File: config.mk
export PLATFORM = sky130hd
export DESIGN_NAME = tws_trigger_wait
export DESIGN_NICKNAME = d
export VERILOG_FILES = /design/src/tws_trigger_wait.v /design/src/tws_sync2.v
export VERILOG_INCLUDE_DIRS = /design/src /design/src/shared
export SDC_FILE = /design/constraint.sdc
export NUM_CORES = 1
export LEC_CHECK = 0
export ABC_AREA = 1
export ABC_CLOCK_PERIOD_IN_PS = 2050
export BUFFER_PORTS_ARGS = -buffer_cell sky130_fd_sc_hd__clkbuf_2
export CORE_MARGIN = 2
export CORE_UTILIZATION = 33
export CTS_CLUSTER_DIAMETER = 100
export DETAILED_ROUTE_END_ITERATION = 10
export SLEW_MARGIN = 10
export SYNTH_ARGS = -nofsm -noshare
export SYNTH_HDL_FRONTEND = slang
export SYNTH_SLANG_ARGS = --single-unit
export TNS_END_PERCENT = 5
File: constraint.sdc
create_clock -name clk -period 2.05 [get_ports clk]
set_input_delay 0.615 -clock clk [delete_from_list [all_inputs] [get_ports clk]]
set_output_delay 0.615 -clock clk [all_outputs]
set_load 0.03 [all_outputs]
File: src/shared/tws_defines.vh
// constants for the trigger wait signal generator
`ifndef TWS_DEFINES_VH
`define TWS_DEFINES_VH
`define TWS_CW 24
`define TWS_CNT_ZERO 24'h000000
`define TWS_CNT_ONE 24'h000001
`define TWS_MODE_W 2
`define TWS_MODE_TIMED 2'h0
`define TWS_MODE_WIDTH 2'h1
`define TWS_MODE_ROLL 2'h2
`define TWS_SRC_W 2
`define TWS_SRC_LOW 2'h0
`define TWS_SRC_ACQ 2'h1
`define TWS_SRC_FRAME 2'h2
`define TWS_SEL_W 2
`define TWS_SEL_OUT_ONE 2'h0
`define TWS_SEL_LINE_TWO 2'h1
`define TWS_SEL_LINE_THREE 2'h2
`define TWS_NLINES 3
`endif

File: src/tws_trigger_wait.v
// trigger wait indicators, overtrigger flags and output line routing
// What this block does
// - frame wait rises on entering frame waiting
// - frame wait falls when frame pulse accepted
// - frame pulse while busy: discard, flag overtrigger
// - frame wait only with hardware frame trigger
// - timed mode: rise from exposure and readout
// - width mode: rise from floor and readout
// - rolling: rise after exposure plus minimum line interval
// - acquisition wait selectable as line source
// - frame wait selectable as line source
// - line one output, gpio lines need output direction
// - acquisition wait rises on waiting, falls accepted
// - acquisition pulse while busy: discard, flag overtrigger
// - acquisition wait only with hardware acquisition trigger
`timescale 1ns/10ps
`include "tws_defines.vh"
module tws_trigger_wait (
    clk,
    rst,
    hw_frame_start_pulse,
    ext_acq_start_pulse,
    frame_hw_trig_en,
    acq_hw_trig_en,
    acq_active,
    exposure_mode,
    exposure_duration_setting,
    overlap_exposure_floor,
    readout_remaining,
    roll_min_interval,
    line_pick,
    line_driver_choice,
    line_direction,
    frame_wait_flag,
    acq_wait_flag,
    frame_overtrigger,
    acq_overtrigger,
    frame_accepted,
    acq_accepted,
    output_one,
    bidir_line_two_out,
    bidir_line_two_oe,
    bidir_line_three_out,
    bidir_line_three_oe
);
    input wire clk;
    input wire rst;
    input wire hw_frame_start_pulse; // pin, level
    input wire ext_acq_start_pulse; // pin, level
    input wire frame_hw_trig_en;
    input wire acq_hw_trig_en;
    input wire acq_active; // acquisition running
    input wire [`TWS_MODE_W-1:0] exposure_mode;
    input wire [`TWS_CW-1:0] exposure_duration_setting; // cycles
    input wire [`TWS_CW-1:0] overlap_exposure_floor; // cycles
    input wire [`TWS_CW-1:0] readout_remaining; // cycles until readout ends
    input wire [`TWS_CW-1:0] roll_min_interval; // cycles
    input wire [`TWS_SEL_W-1:0] line_pick;
    input wire [`TWS_SRC_W-1:0] line_driver_choice;
    input wire line_direction; // 1 = output, for gpio lines
    output reg frame_wait_flag;
    output reg acq_wait_flag;
    output reg frame_overtrigger; // one-cycle pulse
    output reg acq_overtrigger; // one-cycle pulse
    output reg frame_accepted; // one-cycle pulse
    output reg acq_accepted; // one-cycle pulse
    output reg output_one;
    output reg bidir_line_two_out;
    output reg bidir_line_two_oe;
    output reg bidir_line_three_out;
    output reg bidir_line_three_oe;

    localparam ST_IDLE = 3'b001; // no frame triggering possible
    localparam ST_WAIT = 3'b010; // waiting for frame start
    localparam ST_BUSY = 3'b100; // frame in flight, counting down

    wire frame_sync; // synchronised pins
    wire acq_sync;
    reg frame_prev_reg; // edge detect history
    reg acq_prev_reg;
    reg [2:0] state_reg;
    reg [2:0] state_next;
    reg [`TWS_CW-1:0] cnt_reg; // cycles until next wait entry
    reg [`TWS_CW-1:0] cnt_next;
    reg [`TWS_CW-1:0] hold_cnt; // mode-dependent busy time
    reg acq_wait_reg; // internal acquisition waiting status
    wire [`TWS_NLINES-1:0] line_src_val; // selected source level per line
    wire [`TWS_CW:0] roll_sum; // spare top bit, carry dropped on purpose
    reg [`TWS_SRC_W-1:0] line_src_reg [0:`TWS_NLINES-1];
    reg [`TWS_NLINES-1:0] line_dir_reg;

    wire frame_rise = frame_sync & ~frame_prev_reg;
    wire acq_rise = acq_sync & ~acq_prev_reg;
    wire frame_take = frame_rise & (state_reg == ST_WAIT) & frame_hw_trig_en;
    wire acq_take = acq_rise & acq_wait_reg & acq_hw_trig_en;

    // rolling busy time; a sum past 24 bits wraps, users keep settings small
    assign roll_sum = {1'b0, exposure_duration_setting} + {1'b0, roll_min_interval};

    tws_sync2 u_sync_frame (
        .clk(clk),
        .rst(rst),
        .async_in(hw_frame_start_pulse),
        .sync_out(frame_sync)
    );

    tws_sync2 u_sync_acq (
        .clk(clk),
        .rst(rst),
        .async_in(ext_acq_start_pulse),
        .sync_out(acq_sync)
    );

    // busy time picked by exposure mode; overlap lets wait come back
    // before readout fully ends, so width mode subtracts the floor we can hide
    always @* begin
        hold_cnt = `TWS_CNT_ONE;
        case (exposure_mode)
            `TWS_MODE_TIMED: begin
                if (readout_remaining > exposure_duration_setting) begin
                    hold_cnt = readout_remaining;
                end else begin
                    hold_cnt = exposure_duration_setting;
                end
            end
            `TWS_MODE_WIDTH: begin
                // floor is the shortest exposure, pulse covers the rest
                if (readout_remaining > overlap_exposure_floor) begin
                    hold_cnt = readout_remaining - overlap_exposure_floor;
                end else begin
                    hold_cnt = `TWS_CNT_ONE;
                end
            end
            `TWS_MODE_ROLL: begin
                hold_cnt = roll_sum[`TWS_CW-1:0];
            end
            default: begin
                hold_cnt = `TWS_CNT_ONE;
            end
        endcase
        if (hold_cnt == `TWS_CNT_ZERO) begin
            hold_cnt = `TWS_CNT_ONE; // never shorter than one cycle
        end
    end

    // frame status machine
    always @* begin
        state_next = state_reg;
        cnt_next = cnt_reg;
        case (state_reg)
            ST_IDLE: begin
                if (frame_hw_trig_en && acq_active) begin
                    state_next = ST_WAIT;
                end
            end
            ST_WAIT: begin
                if (!frame_hw_trig_en || !acq_active) begin
                    state_next = ST_IDLE;
                end else if (frame_take) begin
                    state_next = ST_BUSY;
                    cnt_next = hold_cnt;
                end
            end
            ST_BUSY: begin
                if (!frame_hw_trig_en || !acq_active) begin
                    state_next = ST_IDLE;
                end else if (cnt_reg <= `TWS_CNT_ONE) begin
                    state_next = ST_WAIT;
                    cnt_next = `TWS_CNT_ZERO;
                end else begin
                    cnt_next = cnt_reg - `TWS_CNT_ONE;
                end
            end
            default: begin
                state_next = ST_IDLE;
                cnt_next = `TWS_CNT_ZERO;
            end
        endcase
    end

    // state, edge history and event pulses
    always @(posedge clk or posedge rst) begin
        if (rst) begin
            state_reg <= ST_IDLE;
            cnt_reg <= `TWS_CNT_ZERO;
            frame_prev_reg <= 1'b0;
            acq_prev_reg <= 1'b0;
            acq_wait_reg <= 1'b0;
            frame_overtrigger <= 1'b0;
            acq_overtrigger <= 1'b0;
            frame_accepted <= 1'b0;
            acq_accepted <= 1'b0;
            frame_wait_flag <= 1'b0;
            acq_wait_flag <= 1'b0;
        end else begin
            state_reg <= state_next;
            cnt_reg <= cnt_next;
            frame_prev_reg <= frame_sync;
            acq_prev_reg <= acq_sync;
            // acquisition waits while enabled and not yet running
            if (!acq_hw_trig_en) begin
                acq_wait_reg <= 1'b0;
            end else if (acq_take) begin
                acq_wait_reg <= 1'b0;
            end else begin
                acq_wait_reg <= ~acq_active;
            end
            frame_accepted <= frame_take;
            acq_accepted <= acq_take;
            frame_overtrigger <= frame_rise & frame_hw_trig_en & ~frame_take;
            acq_overtrigger <= acq_rise & acq_hw_trig_en & ~acq_take;
            frame_wait_flag <= (state_next == ST_WAIT) & frame_hw_trig_en;
            acq_wait_flag <= acq_hw_trig_en & ~acq_take & ~acq_active;
        end
    end

    // per-line source and direction config, written for the picked line
    genvar gi;
    generate
        for (gi = 0; gi < `TWS_NLINES; gi = gi + 1) begin : g_line
            always @(posedge clk or posedge rst) begin
                if (rst) begin
                    line_src_reg[gi] <= `TWS_SRC_LOW;
                    line_dir_reg[gi] <= 1'b0;
                end else if ({{(32 - `TWS_SEL_W){1'b0}}, line_pick} == gi) begin
                    line_src_reg[gi] <= line_driver_choice;
                    line_dir_reg[gi] <= (gi == 0) ? 1'b1 : line_direction;
                end
            end
            // one driver per bit; reserved source codes give a low level
            assign line_src_val[gi] = (line_src_reg[gi] == `TWS_SRC_ACQ) ? acq_wait_flag :
                ((line_src_reg[gi] == `TWS_SRC_FRAME) ? frame_wait_flag : 1'b0);
        end
    endgenerate

    // registered line drivers; gpio lines drive only as outputs
    always @(posedge clk or posedge rst) begin
        if (rst) begin
            output_one <= 1'b0;
            bidir_line_two_out <= 1'b0;
            bidir_line_two_oe <= 1'b0;
            bidir_line_three_out <= 1'b0;
            bidir_line_three_oe <= 1'b0;
        end else begin
            output_one <= line_src_val[0];
            bidir_line_two_out <= line_src_val[1] & line_dir_reg[1];
            bidir_line_two_oe <= line_dir_reg[1];
            bidir_line_three_out <= line_src_val[2] & line_dir_reg[2];
            bidir_line_three_oe <= line_dir_reg[2];
        end
    end
endmodule // tws_trigger_wait

File: src/tws_sync2.v
// two-flop synchroniser for one pin input
`timescale 1ns/10ps
module tws_sync2 (
    clk,
    rst,
    async_in,
    sync_out
);
    input wire clk;
    input wire rst;
    input wire async_in;
    output reg sync_out;
    reg meta_reg; // first stage, read only by second stage

    // plain double register, no logic between stages
    always @(posedge clk or posedge rst) begin
        if (rst) begin
            meta_reg <= 1'b0;
            sync_out <= 1'b0;
        end else begin
            meta_reg <= async_in;
            sync_out <= meta_reg;
        end
    end
endmodule // tws_sync2

==> results.md, run 1 <==
* Hold buffers post-CTS at 0
* Vias per cell at 4.846
* Crit path capture: cnt_reg[0]$_DFFE_PP0P_
* DRC at 0
* # IOs at 121
* Cell row count at 55
* Setup violators final at 24
* Min setup slack post-route at -0.6886 ns
* Via Count at 9508
* Critical Path End Type: register
* Clock Latency Late Sink at 0.29 ns
* Leakage at 6.416 nW
* Post-Syn Nets at 1478
* PD cells at 435.1 nW/µm²
* R2r setup slk at -0.07 ns
* Die Area at 24140 µm²
* Fin. max-slew vios at 0
* Clock period minus worst slack at 2.739 ns
* Internal at 0.003051 W
* Fin. Hold Viols at 0
* EDFF count, synth at 0
* CP Data Required Time at 2.29 ns
* Final Cycle Share at 133.6%
* Total Neg Setup Slack at -11.52 ns
* Psw at 0.002088 W
* Crit Path Class: primary input to register
* Yosys Warn Count at 0
* Data arrival time of the critical path at 2.98 ns
* Clock Pin Slew Worst Setup and Hold Paths at 0.07 ns
* Remaining Overflow, GRT at 0
* Port bufs at 120
* Synthesized area per cell at 5.847 µm²
* Seq pwr share at 22.8%
* Antenna Nets Post-Route at 0
* Yosys cell types at 43
* Worst-Margin Slew at 0.4067 ns
* TritonCTS clock tree: yes
* Most common cell after layout, fill and taps aside: nand2_1
* Sequential cell area fraction in the yosys report at 17.56%
* Initial drt markers at 592
* Asr flop ratio synth at 100.0%
* Failing checks: setup timing
* Outcome: finished with violations
* Netlist Area Pre-Place at 7560 µm²
* CP Launch Type: primary input
* Main synth FF type: dfrtp_1
* Clock power frac at 17.0%
* Layout cells sized above 1 at 36.20%
* Drt total wl at 27.67 mm
* Setup crit start: exposure_duration_setting[20]
* R2r endpoint: cnt_reg[23]$_DFFE_PP0P_
* RSZ-0062 raised after global routing: yes
* Clock Skew at 0.003749 ns
* Area Growth Syn to Fin at 56.26%
* Routability cong. at 0.9155
* Antenna fix cells at 0
* Clk sinks at 53
* Root Buffer: clkbuf_16
* CTS H-tree depth at 2
* IR drop worst, VDD at 0.3306 mV
* Synth Instances at 1293
* Switching share of power at 40.63%
* Comb power frac at 60.2%
* Max-cap check violation count at 0
* Total GRT Usage at 22.63%
* Reg-to-reg critical path startpoint: cnt_reg[1]$_DFFE_PP0P_
* Critical Path Fanout Max at 7
* Final net count at 1861
* Longest Clk Path Bufs at 2
* Reg2Reg Depth at 14
* Largest net degree at the start of global routing at 54
* Max Freq at 0.3652 GHz
* Fill cell count at 2197
* Vias in the first global route at 9158
* Pre-Repair DR Iteration Count at 5
* Most frequent cells in the layout: 374 x nand2_1, 255 x buf_4, 197 x inv_1
* Wire length per cell at 14.10 µm
* Die extent in y at 155.4 µm
* Max reg flops at 24
* Relative slew slack at 72.64%
* First-pass GRT wire length at 44.18 mm
* DP HPWL at 22.14 mm
* Starting Density at 33.49%
* Core Footprint at 22570 µm²
* Fin util at 52.33%
* Synth Register Bits at 53
* Initial antenna violation count at 0
* Clock buffer count from CTS at 5
* Worst min path class: primary input to asynchronous set/reset pin
* Die X at 155.4 µm
## cell type report
| type | instances | area (µm²) | area share (%) |
|---|---|---|---|
| Sequential cell | 53 | 1328 | 11.24 |
| Tap cell | 285 | 356.6 | 3.019 |
| Clock inverter | 3 | 26.28 | 0.2224 |
| Multi-Input combinational cell | 1003 | 6155 | 52.10 |
| Timing Repair Buffer | 395 | 2977 | 25.20 |
| Inverter | 218 | 845.8 | 7.160 |
| Clock buffer | 5 | 125.1 | 1.059 |
## cell usage after synthesis (3+ instances only)
library cell | number | area (µm²)
nor3_4 | 3 | 48.80
nand3_2 | 5 | 50.05
nor3_1 | 15 | 75.07
nand3_1 | 103 | 515.5
dfrtp_1 | 52 | 1301
nand2_2 | 10 | 62.56
ha_1 | 73 | 913.4
nor2_1 | 137 | 514.2
buf_6 | 4 | 45.04
nor4_1 | 4 | 25.02
a31oi_1 | 4 | 25.02
inv_1 | 216 | 810.8
clkbuf_1 | 9 | 33.78
xor2_1 | 18 | 157.7
a21oi_1 | 66 | 330.3
a22oi_1 | 5 | 37.54
buf_2 | 4 | 20.02
a21o_1 | 3 | 22.52
o21ai_1 | 4 | 20.02
xnor2_1 | 7 | 61.31
nand2_1 | 411 | 1543
o21ai_0 | 55 | 275.3
or2_2 | 5 | 31.28
a21boi_0 | 4 | 30.03
o21bai_1 | 4 | 30.03
nor2_2 | 13 | 81.33
nand3b_1 | 24 | 180.2
nand4_1 | 17 | 106.4
## critical path: stages
cell and delay, ns:
clkbuf_2 0.10, inv_2 0.07, ha_1 0.29, nand2_1 0.12, nor2_4 0.05, buf_4 0.14, a21oi_4 0.19, nand3_4 0.15
nand2_4 0.13, buf_6 0.11, buf_8 0.11, nand2_2 0.06, nand3_2 0.06, nand3_2 0.09, nor2_2 0.13, nand2_1 0.07
nor2_2 0.12, nand3_1 0.07, nand2_1 0.06, nand2_1 0.05, nand2_1 0.06, nand2_1 0.04, nand2_1 0.07
## routing by layer
layer | vias to the layer above | wire (µm) | track usage (%)
met4 | 0 | 359 | 3.626
met1 | 4310 | 12930 | 30.89
met5 | - | 0 | 0
met2 | 286 | 12920 | 39.57
met3 | 32 | 1462 | 1.978
li1 | 4880 | - | -
## what timing repair did
action / CTS / global route
cloned: 2 / 0
setup endpoints to repair: 24 / 27
resized for setup: 160 / 67
pin swaps: 63 / 24
buffers inserted: 16 / 3
## power groups by stage
stage	combinational (W)	clock (W)	sequential, W
6_report	0.00310	0.000874	0.00117
5_1_grt	0.00340	0.000935	0.00118
4_1_cts	0.00293	0.000905	0.00117
3_5_place_dp	0.00261	0	0.00119
3_3_place_gp	0.00258	0	0.00119
2_1_floorplan	0.00139	0	0.00121
## per-stage QoR
step	cell area, µm²	total power, W	setup WS, ns	hold WS [ns]	instances
2_1_floorplan	7607	0.002597	-0.5993	0.3312	1293
3_3_place_gp	10390	0.003768	-0.9944	0.3352	1933
3_5_place_dp	10390	0.003799	-1.035	0.3365	1933
4_1_cts	11540	0.005005	-0.5260	0.3533	1959
5_1_grt	11810	0.005512	-0.8332	0.3602	1962
6_report	11810	0.005139	-0.6886	0.3346	1962
## worst min path at each step
stage,depth (start not counted),slack [ns],to
after floorplan,0,0.33,u_sync_acq.sync_out$_DFF_PP0_
final,3,0.33,bidir_line_three_out$_DFF_PP0_
after global placement,0,0.34,u_sync_acq.sync_out$_DFF_PP0_
after CTS,0,0.35,u_sync_frame.sync_out$_DFF_PP0_
after global routing,0,0.36,u_sync_frame.sync_out$_DFF_PP0_
after detailed placement,0,0.34,u_sync_frame.sync_out$_DFF_PP0_
## cell families after synthesis
family	Yosys count	share of synthesized area [%]
AO/OA/AOI/OAI	149	10.68
buffers and inverters	237	12.50
flip-flops	53	17.56
adder cells (fa/ha/maj)	75	12.61
AND/OR/NAND/NOR	754	43.76
XOR/XNOR	25	2.896
Power figures use the tool's default switching activity.
==> inputs of run 2 (changes only) <==
- ABC_AREA: 1 -> default
- SKIP_CTS_REPAIR_TIMING: default -> 1
==> results.md, run 2 <==
* Max Freq at 0.2950 GHz (-19%)
* Fin. Hold Viols at 0 (unchanged)
* IR drop worst, VDD at 0.3055 mV (-7.6%)
* Synthesized area per cell at 7.883 µm² (+35%)
* Data arrival time of the critical path at 3.56 ns (+0.58 ns)
* Placed insts at 1465 (-24%)
* Placed inst area at 9712 µm² (-6.5%)
* Relative slew slack at 49.57% (-23 points)
* DP HPWL at 19.36 mm (-13%)
* Pre-Repair DR Iteration Count at 6 (+1)
* Most common library cells after synthesis: 73 x ha_1, 73 x nand2_1, 70 x nor2_1
* Via Count at 7662 (-19%)
* Most common cell after layout, fill and taps aside: buf_4
* Largest net degree at the start of global routing at 37 (-31%)
* Outcome: finished with violations
* Worst path max stage delay at 0.42 ns (+0.13 ns)
* Final Cycle Share at 165.3% (+32 points)
* Top-area cell type share of the netlist area at 20.01% (-0.40 points)
* Vias per cell at 5.167 (+6.6%)
* Max-cap check violation count at 0 (unchanged)
* Cell row count at 51 (-7.3%)
* Main synth FF type: dfrtp_1
* Root Buffer: clkbuf_16
* Critical-path cell list: buf_8 -> ha_4 -> nand4_1 -> buf_4 -> nor4_4 -> buf_4 -> o31a_1 -> o21a_2 -> buf_12 -> mux2_4 -> a222oi_1 -> buf_4 -> o22ai_4 -> a22o_1
* Port bufs at 120 (unchanged)
* PD cells at 440.1 nW/µm² (+1.2%)
* # IOs at 121 (unchanged)
* Clock Latency Late Sink at 0.29 ns (about the same)
* Antenna Nets Post-Route at 0 (unchanged)
* Final net count at 1402 (-25%)
* Non-Filler Instances at 1483 (-24%)
* Starting Density at 33.53% (+0.035 points)
* Layout cells sized above 1 at 43.68% (+7.5 points)
* Core Footprint at 19400 µm² (-14%)
* Total GRT Usage at 21.35% (-1.3 points)
* Initial antenna violation count at 0 (unchanged)
* CP Launch Type: primary input
* Initial drt markers at 458 (-23%)
* Clock buffer count from CTS at 5 (unchanged)
* Asr flop ratio synth at 100.0% (unchanged)
* Crit Path Class: primary input to register
* Worst-Margin Slew at 0.7537 ns (+0.3470 ns)
* Area Growth Syn to Fin at 57.85%
* Synth Instances at 825 (-36%)
* Largest area contributor in the netlist: dfrtp_1
* Leakage at 5.052 nW (-21%)
* Most frequent cells in the layout: 287 x buf_4, 107 x clkbuf_2, 73 x nand2_1
* Longest Clk Path Bufs at 2 (unchanged)
* Worst min path class: primary input to asynchronous set/reset pin
* Die extent in y at 144.4 µm (-7.1%)
* Die Area at 20850 µm² (-14%)
* Total Neg Setup Slack at -25.49 ns (-13.97 ns)
* Critical-path top delay cell: a222oi_1
* Netlist Area Pre-Place at 6504 µm² (-14%)
* Clock Pin Slew Worst Setup and Hold Paths at 0.07 ns (about the same)
* Vias in the first global route at 7319 (-20%)
* Clock Skew at 0.006721 ns (+0.002972 ns)
* Synth area leaders: dfrtp_1 20%, ha_1 14%, a21oi_1 5.2%
* First-pass GRT wire length at 35.74 mm (-19%)
* Fin. max-slew vios at 0 (unchanged)
* Critical Path Fanout Max at 6 (-1)
* CP Data Required Time at 2.23 ns (-0.06 ns)
* Max reg flops at 24 (unchanged)
* Crit path top cell by count: buf_4
* Reg2Reg Depth at 10 (-4)
* Routability cong. at 0.9330 (+1.9%)
* Setup violators final at 24 (unchanged)
* Yosys cell types at 89 (+110%)
* Fin area at 10270 µm² (-13%)
* DRC at 0 (unchanged)
* Yosys Warn Count at 0 (unchanged)
* Min setup slack post-route at -1.339 ns (-0.6507 ns)
* TritonCTS clock tree: yes
* Clock period minus worst slack at 3.389 ns (+0.6507 ns)
* CTS H-tree depth at 2 (unchanged)
* Sequential cell area fraction in the yosys report at 20.41% (+2.9 points)
* Critical Path End Type: register
* Clk sinks at 53 (unchanged)
* RSZ-0062 raised after global routing: yes
* Remaining Overflow, GRT at 0 (unchanged)
* Wire length per cell at 15.41 µm (+9.3%)
* Antenna fix cells at 0 (unchanged)
* EDFF count, synth at 0 (unchanged)
* Die X at 144.4 µm (-7.1%)
* Drt total wl at 22.86 mm (-17%)
* Failing checks: setup timing
* Synth Register Bits at 53 (unchanged)
* Post-Syn Nets at 1010 (-32%)
==> run 2: cell count changes in the layout (fill, tap and decap cells not counted), moves of 32 or more <==
| cell | before | now |
|---|---|---|
| nor2_1 | 117 | 69 |
| inv_1 | 197 | 45 |
| nand3_1 | 75 | 16 |
| nand2_2 | 45 | 1 |
| nand2_1 | 374 | 73 |
| buf_4 | 255 | 287 |
==> run 2: cell type report <==
class	instances	area [µm²]
Inverter	59	231.5
Tap cell	265	331.6
Clock buffer	6	138.9
Clock inverter	2	37.54
Sequential cell	53	1328
Multi-Input combinational cell	687	5278
Timing Repair Buffer	411	2922
Fill cell	1838	9133
==> run 2: path summary, 6_finish.rpt <==
| kind | start | end | slack, ns |
|---|---|---|---|
| min reg2reg | u_sync_frame.meta_reg$_DFF_PP0_ | u_sync_frame.sync_out$_DFF_PP0_ | 0.35 |
| min in group clk | u_sync_frame.meta_reg$_DFF_PP0_ | u_sync_frame.sync_out$_DFF_PP0_ | 0.35 |
| max in group asynchronous | rst | line_src_reg[5]$_DFFE_PP0N_ | 1.16 |
| min | rst | acq_overtrigger$_DFF_PP0_ | 0.27 |
| max | readout_remaining[23] | cnt_reg[19]$_DFFE_PP0P_ | -1.34 |
| max reg2reg | cnt_reg[21]$_DFFE_PP0P_ | cnt_reg[0]$_DFFE_PP0P_ | -0.39 |
==> run 2: worst max-delay path, delay by kind of cell <==
kind | cells | cell delay (ns)
multiplexers | 1 | 0.29
buffers and inverters | 5 | 0.83
AND/OR/NAND/NOR | 2 | 0.38
AO/OA/AOI/OAI | 5 | 1.18
adder cells (fa/ha/maj) | 1 | 0.25
==> run 2: through the flow <==
step | hold WS, ns | worst slack [ns] | utilization (%) | power, W
final | 0.2747 | -1.339 | 52.92 | 0.004518
after global routing | 0.3017 | -1.405 | 52.92 | 0.004804
after CTS | 0.2828 | -1.753 | 50.97 | 0.004393
after detailed placement | 0.3355 | -2.047 | 50.06 | 0.003400
after global placement | 0.3366 | -1.997 | 50.06 | 0.003379
after floorplan | 0.3312 | -0.9257 | - | 0.002331
==> run 2: cell families (layout without fill, tap and decap cells) <==
| kind of cell | Yosys count | in the layout | share of synthesized area, % |
|---|---|---|---|
| AOI/OAI and AO/OA | 282 | 282 | 29.20 |
| xor gates and xnor gates | 40 | 40 | 5.387 |
| buffers and inverters | 85 | 478 | 5.752 |
| DFF | 53 | 53 | 20.41 |
| muxes | 29 | 29 | 4.675 |
| and+or+nand+nor | 261 | 261 | 19.91 |
| adders and majority gates | 75 | 75 | 14.66 |
==> run 2: per-layer routing <==
metal / vias up / part of all wire [%] / routed length (µm) / GRT usage (%)
met5: - / 0 / 0 / 0
met4: 0 / 1.4 / 324 / 4.446
met3: 16 / 4.2 / 957 / 1.291
met2: 218 / 47 / 10830 / 36.89
met1: 3567 / 47 / 10740 / 29.41
li1: 3861 / - / - / -
==> run 2: where the power goes <==
group	total, W	internal, W	switching [W]
registers	0.00112	0.00110	0.0000290
logic	0.00242	0.00124	0.00118
clock network	0.000974	0.000609	0.000365
==> inputs of run 3 (changes only) <==
- ABC_AREA: default -> 1
==> results.md, run 3 (synthesis results as in run 1) <==
* Outcome: finished with violations
* Failing checks: setup timing
* Worst path max stage delay at 0.27 ns (-0.15 ns)
* IR drop worst, VDD at 0.3311 mV (+8.4%)
* RSZ-0062 raised after global routing: yes
* Total GRT Usage at 21.32% (-0.029 points)
* Seq pwr share at 22.7% (-2.2 points)
* First-pass GRT wire length at 41.61 mm (+16%)
* Max Freq at 0.3661 GHz (+24%)
* DP HPWL at 22.14 mm (+14%)
* Relative slew slack at 75.12% (+26 points)
* Largest net degree at the start of global routing at 54 (+46%)
* Drt total wl at 27.54 mm (+20%)
* Worst-Margin Slew at 0.3698 ns (-0.3839 ns)
* Most frequent cells in the layout: 361 x nand2_1, 254 x buf_4, 188 x inv_1
* TritonCTS clock tree: yes
* Switching share of power at 40.84% (+6.0 points)
* Longest Clk Path Bufs at 2 (unchanged)
* Critical-path top delay cell: ha_4
* Reg area at 1328 µm² (unchanged)
* Fin area at 11930 µm² (+16%)
* Clock period minus worst slack at 2.731 ns (-0.6580 ns)
* Max reg flops at 24 (unchanged)
* Reg2Reg Depth at 14 (+4)
* Cell row count at 55 (+7.8%)
* Critical-path cell list: buf_8 -> buf_6 -> ha_4 -> nand2_2 -> inv_2 -> nand4_1 -> nor2_4 -> nand2_2 -> nand3_4 -> nand2_4 -> buf_8 -> buf_6 -> nand2_2 -> nand2_2 -> o21ai_2 -> nor2_1 -> nand2_1 -> nor2_1 -> nand3_1 -> nand2_1 -> nand2_1 -> nand2_1 -> nand2_1 -> nand2_1
* Multi-input logic area at 6394 µm² (+21%)
* CP Data Required Time at 2.24 ns (about the same)
* Hold Slack at 0.3438 ns (+0.06905 ns)
* Non-Filler Instances at 1956 (+32%)
* Pre-Repair DR Iteration Count at 5 (-1)
* Clock buffer count from CTS at 5 (unchanged)
* Most common cell after layout, fill and taps aside: nand2_1
* Core Footprint at 22570 µm² (+16%)
* Crit Path Class: primary input to register
* Die X at 155.4 µm (+7.6%)
* Clock power frac at 17.0% (-4.6 points)
* Max-cap check violation count at 0 (unchanged)
* Clock Latency Late Sink at 0.29 ns (about the same)
* Port bufs at 120 (unchanged)
* Antenna Nets Post-Route at 0 (unchanged)
* R2r endpoint: cnt_reg[23]$_DFFE_PP0P_
* Routability cong. at 0.9155 (-1.9%)
* Internal at 0.003053 W (+3.6%)
* Clock Skew at 0.004056 ns (-0.002666 ns)
* Critical Path End Type: register
* Final Cycle Share at 133.2% (-32 points)
* Final net count at 1855 (+32%)
* Clock Pin Slew Worst Setup and Hold Paths at 0.07 ns (about the same)
* Initial antenna violation count at 0 (unchanged)
* Reg-to-reg critical path startpoint: cnt_reg[1]$_DFFE_PP0P_
* CP Buf/Inv Count at 5 (unchanged)
* Vias per cell at 4.835 (-6.4%)
* Remaining Overflow, GRT at 0 (unchanged)
* Fin. Hold Viols at 0 (unchanged)
* Root Buffer: clkbuf_16
* Layout cells sized above 1 at 38.60% (-5.1 points)
* Fill cell count at 2204 (+20%)
* Via Count at 9458 (+23%)
* Die Area at 24140 µm² (+16%)
* Setup violators final at 24 (unchanged)
* DRC at 0 (unchanged)
* Placed insts at 1933 (+32%)
* Data arrival time of the critical path at 2.92 ns (-0.64 ns)
* Worst min path class: primary input to asynchronous set/reset pin
* Comb power frac at 60.3% (+6.7 points)
* Wire length per cell at 14.08 µm (-8.7%)
* Starting Density at 33.49% (-0.035 points)
* # IOs at 121 (unchanged)
* Crit path top cell by count: nand2_1
* Leakage at 6.356 nW (+26%)
* Critical Path Fanout Max at 7 (+1)
* Min setup slack post-route at -0.6813 ns (+0.6580 ns)
* Psw at 0.002108 W (+34%)
* Cell family with most CP delay: simple AND/OR/NAND/NOR gates
* Antenna fix cells at 0 (unchanged)
* Clk sinks at 53 (unchanged)
* Die extent in y at 155.4 µm (+7.6%)
* CTS H-tree depth at 2 (unchanged)
* Initial drt markers at 509 (+11%)
* CP Launch Type: primary input
* Fin. max-slew vios at 0 (unchanged)
* Area Growth Syn to Fin at 57.86% (about the same)
* Placed inst area at 10390 µm² (+7.0%)
* Vias in the first global route at 8699 (+19%)
* R2r setup slk at -0.07 ns (+0.32 ns)
* PD cells at 432.5 nW/µm² (-1.7%)
run 3: worst max path at each step:
stage | start | slack (ns) | endpoint | cells after the start
CTS | exposure_duration_setting[23] | -0.73 | cnt_reg[0]$_DFFE_PP0P_ | 22
global placement | exposure_duration_setting[22] | -0.99 | cnt_reg[0]$_DFFE_PP0P_ | 22
finish | readout_remaining[11] | -0.68 | cnt_reg[0]$_DFFE_PP0P_ | 24
global route | readout_remaining[11] | -0.85 | cnt_reg[0]$_DFFE_PP0P_ | 24
detailed placement | exposure_duration_setting[23] | -1.03 | cnt_reg[0]$_DFFE_PP0P_ | 22
floorplan | readout_remaining[0] | -0.60 | cnt_reg[0]$_DFFE_PP0P_ | 24
run 3: power groups by stage:
stage          registers [W]  logic, W  clock network (W)
5_1_grt              0.00118   0.00343           0.000935
6_report             0.00117   0.00311           0.000878
3_3_place_gp         0.00119   0.00258                  0
3_5_place_dp         0.00119   0.00261                  0
4_1_cts              0.00117   0.00262           0.000905
2_1_floorplan        0.00121   0.00139                  0
run 3: layout make-up:
| cell class | instances | share of cell area [%] |
|---|---|---|
| Multi-Input combinational cell | 1003 | 53.58 |
| Timing Repair Buffer | 389 | 23.84 |
| Sequential cell | 53 | 11.12 |
| Inverter | 218 | 7.203 |
| Tap cell | 285 | 2.988 |
| Clock buffer | 5 | 1.048 |
| Clock inverter | 3 | 0.2202 |
run 3: metal layers:
layer | track usage (%) | vias up | wire, µm
met2 | 36.37 | 235 | 13030
met3 | 1.727 | 27 | 1480
met4 | 2.796 | 0 | 300
met1 | 30.15 | 4335 | 12730
met5 | 0 | - | 0
li1 | - | 4861 | -
run 3: worst reg2reg max path, cell delays in order, from the launching register on:
cell,delay [ns]
dfrtp_1,0.38
nor2_1,0.10
nand2_1,0.09
nor3_2,0.15
nand2_1,0.09
nor2_2,0.11
nand2_2,0.09
nor3_4,0.16
nand3_2,0.13
nor3_4,0.22
nand3_1,0.12
nor2_1,0.13
a21oi_1,0.07
o21ai_0,0.07
a22oi_1,0.09
run 3: metrics by stage:
stage / power, W / setup TNS, ns / setup slack [ns] / utilization (%)
after detailed placement: 0.003799 / -19.58 / -1.035 / 46.02
final: 0.005161 / -11.43 / -0.6813 / 52.87
after global placement: 0.003768 / -18.27 / -0.9944 / 46.02
after floorplan: 0.002597 / -7.562 / -0.5993 / -
after global routing: 0.005546 / -14.62 / -0.8546 / 52.87
after CTS: 0.004696 / -12.10 / -0.7253 / 46.69
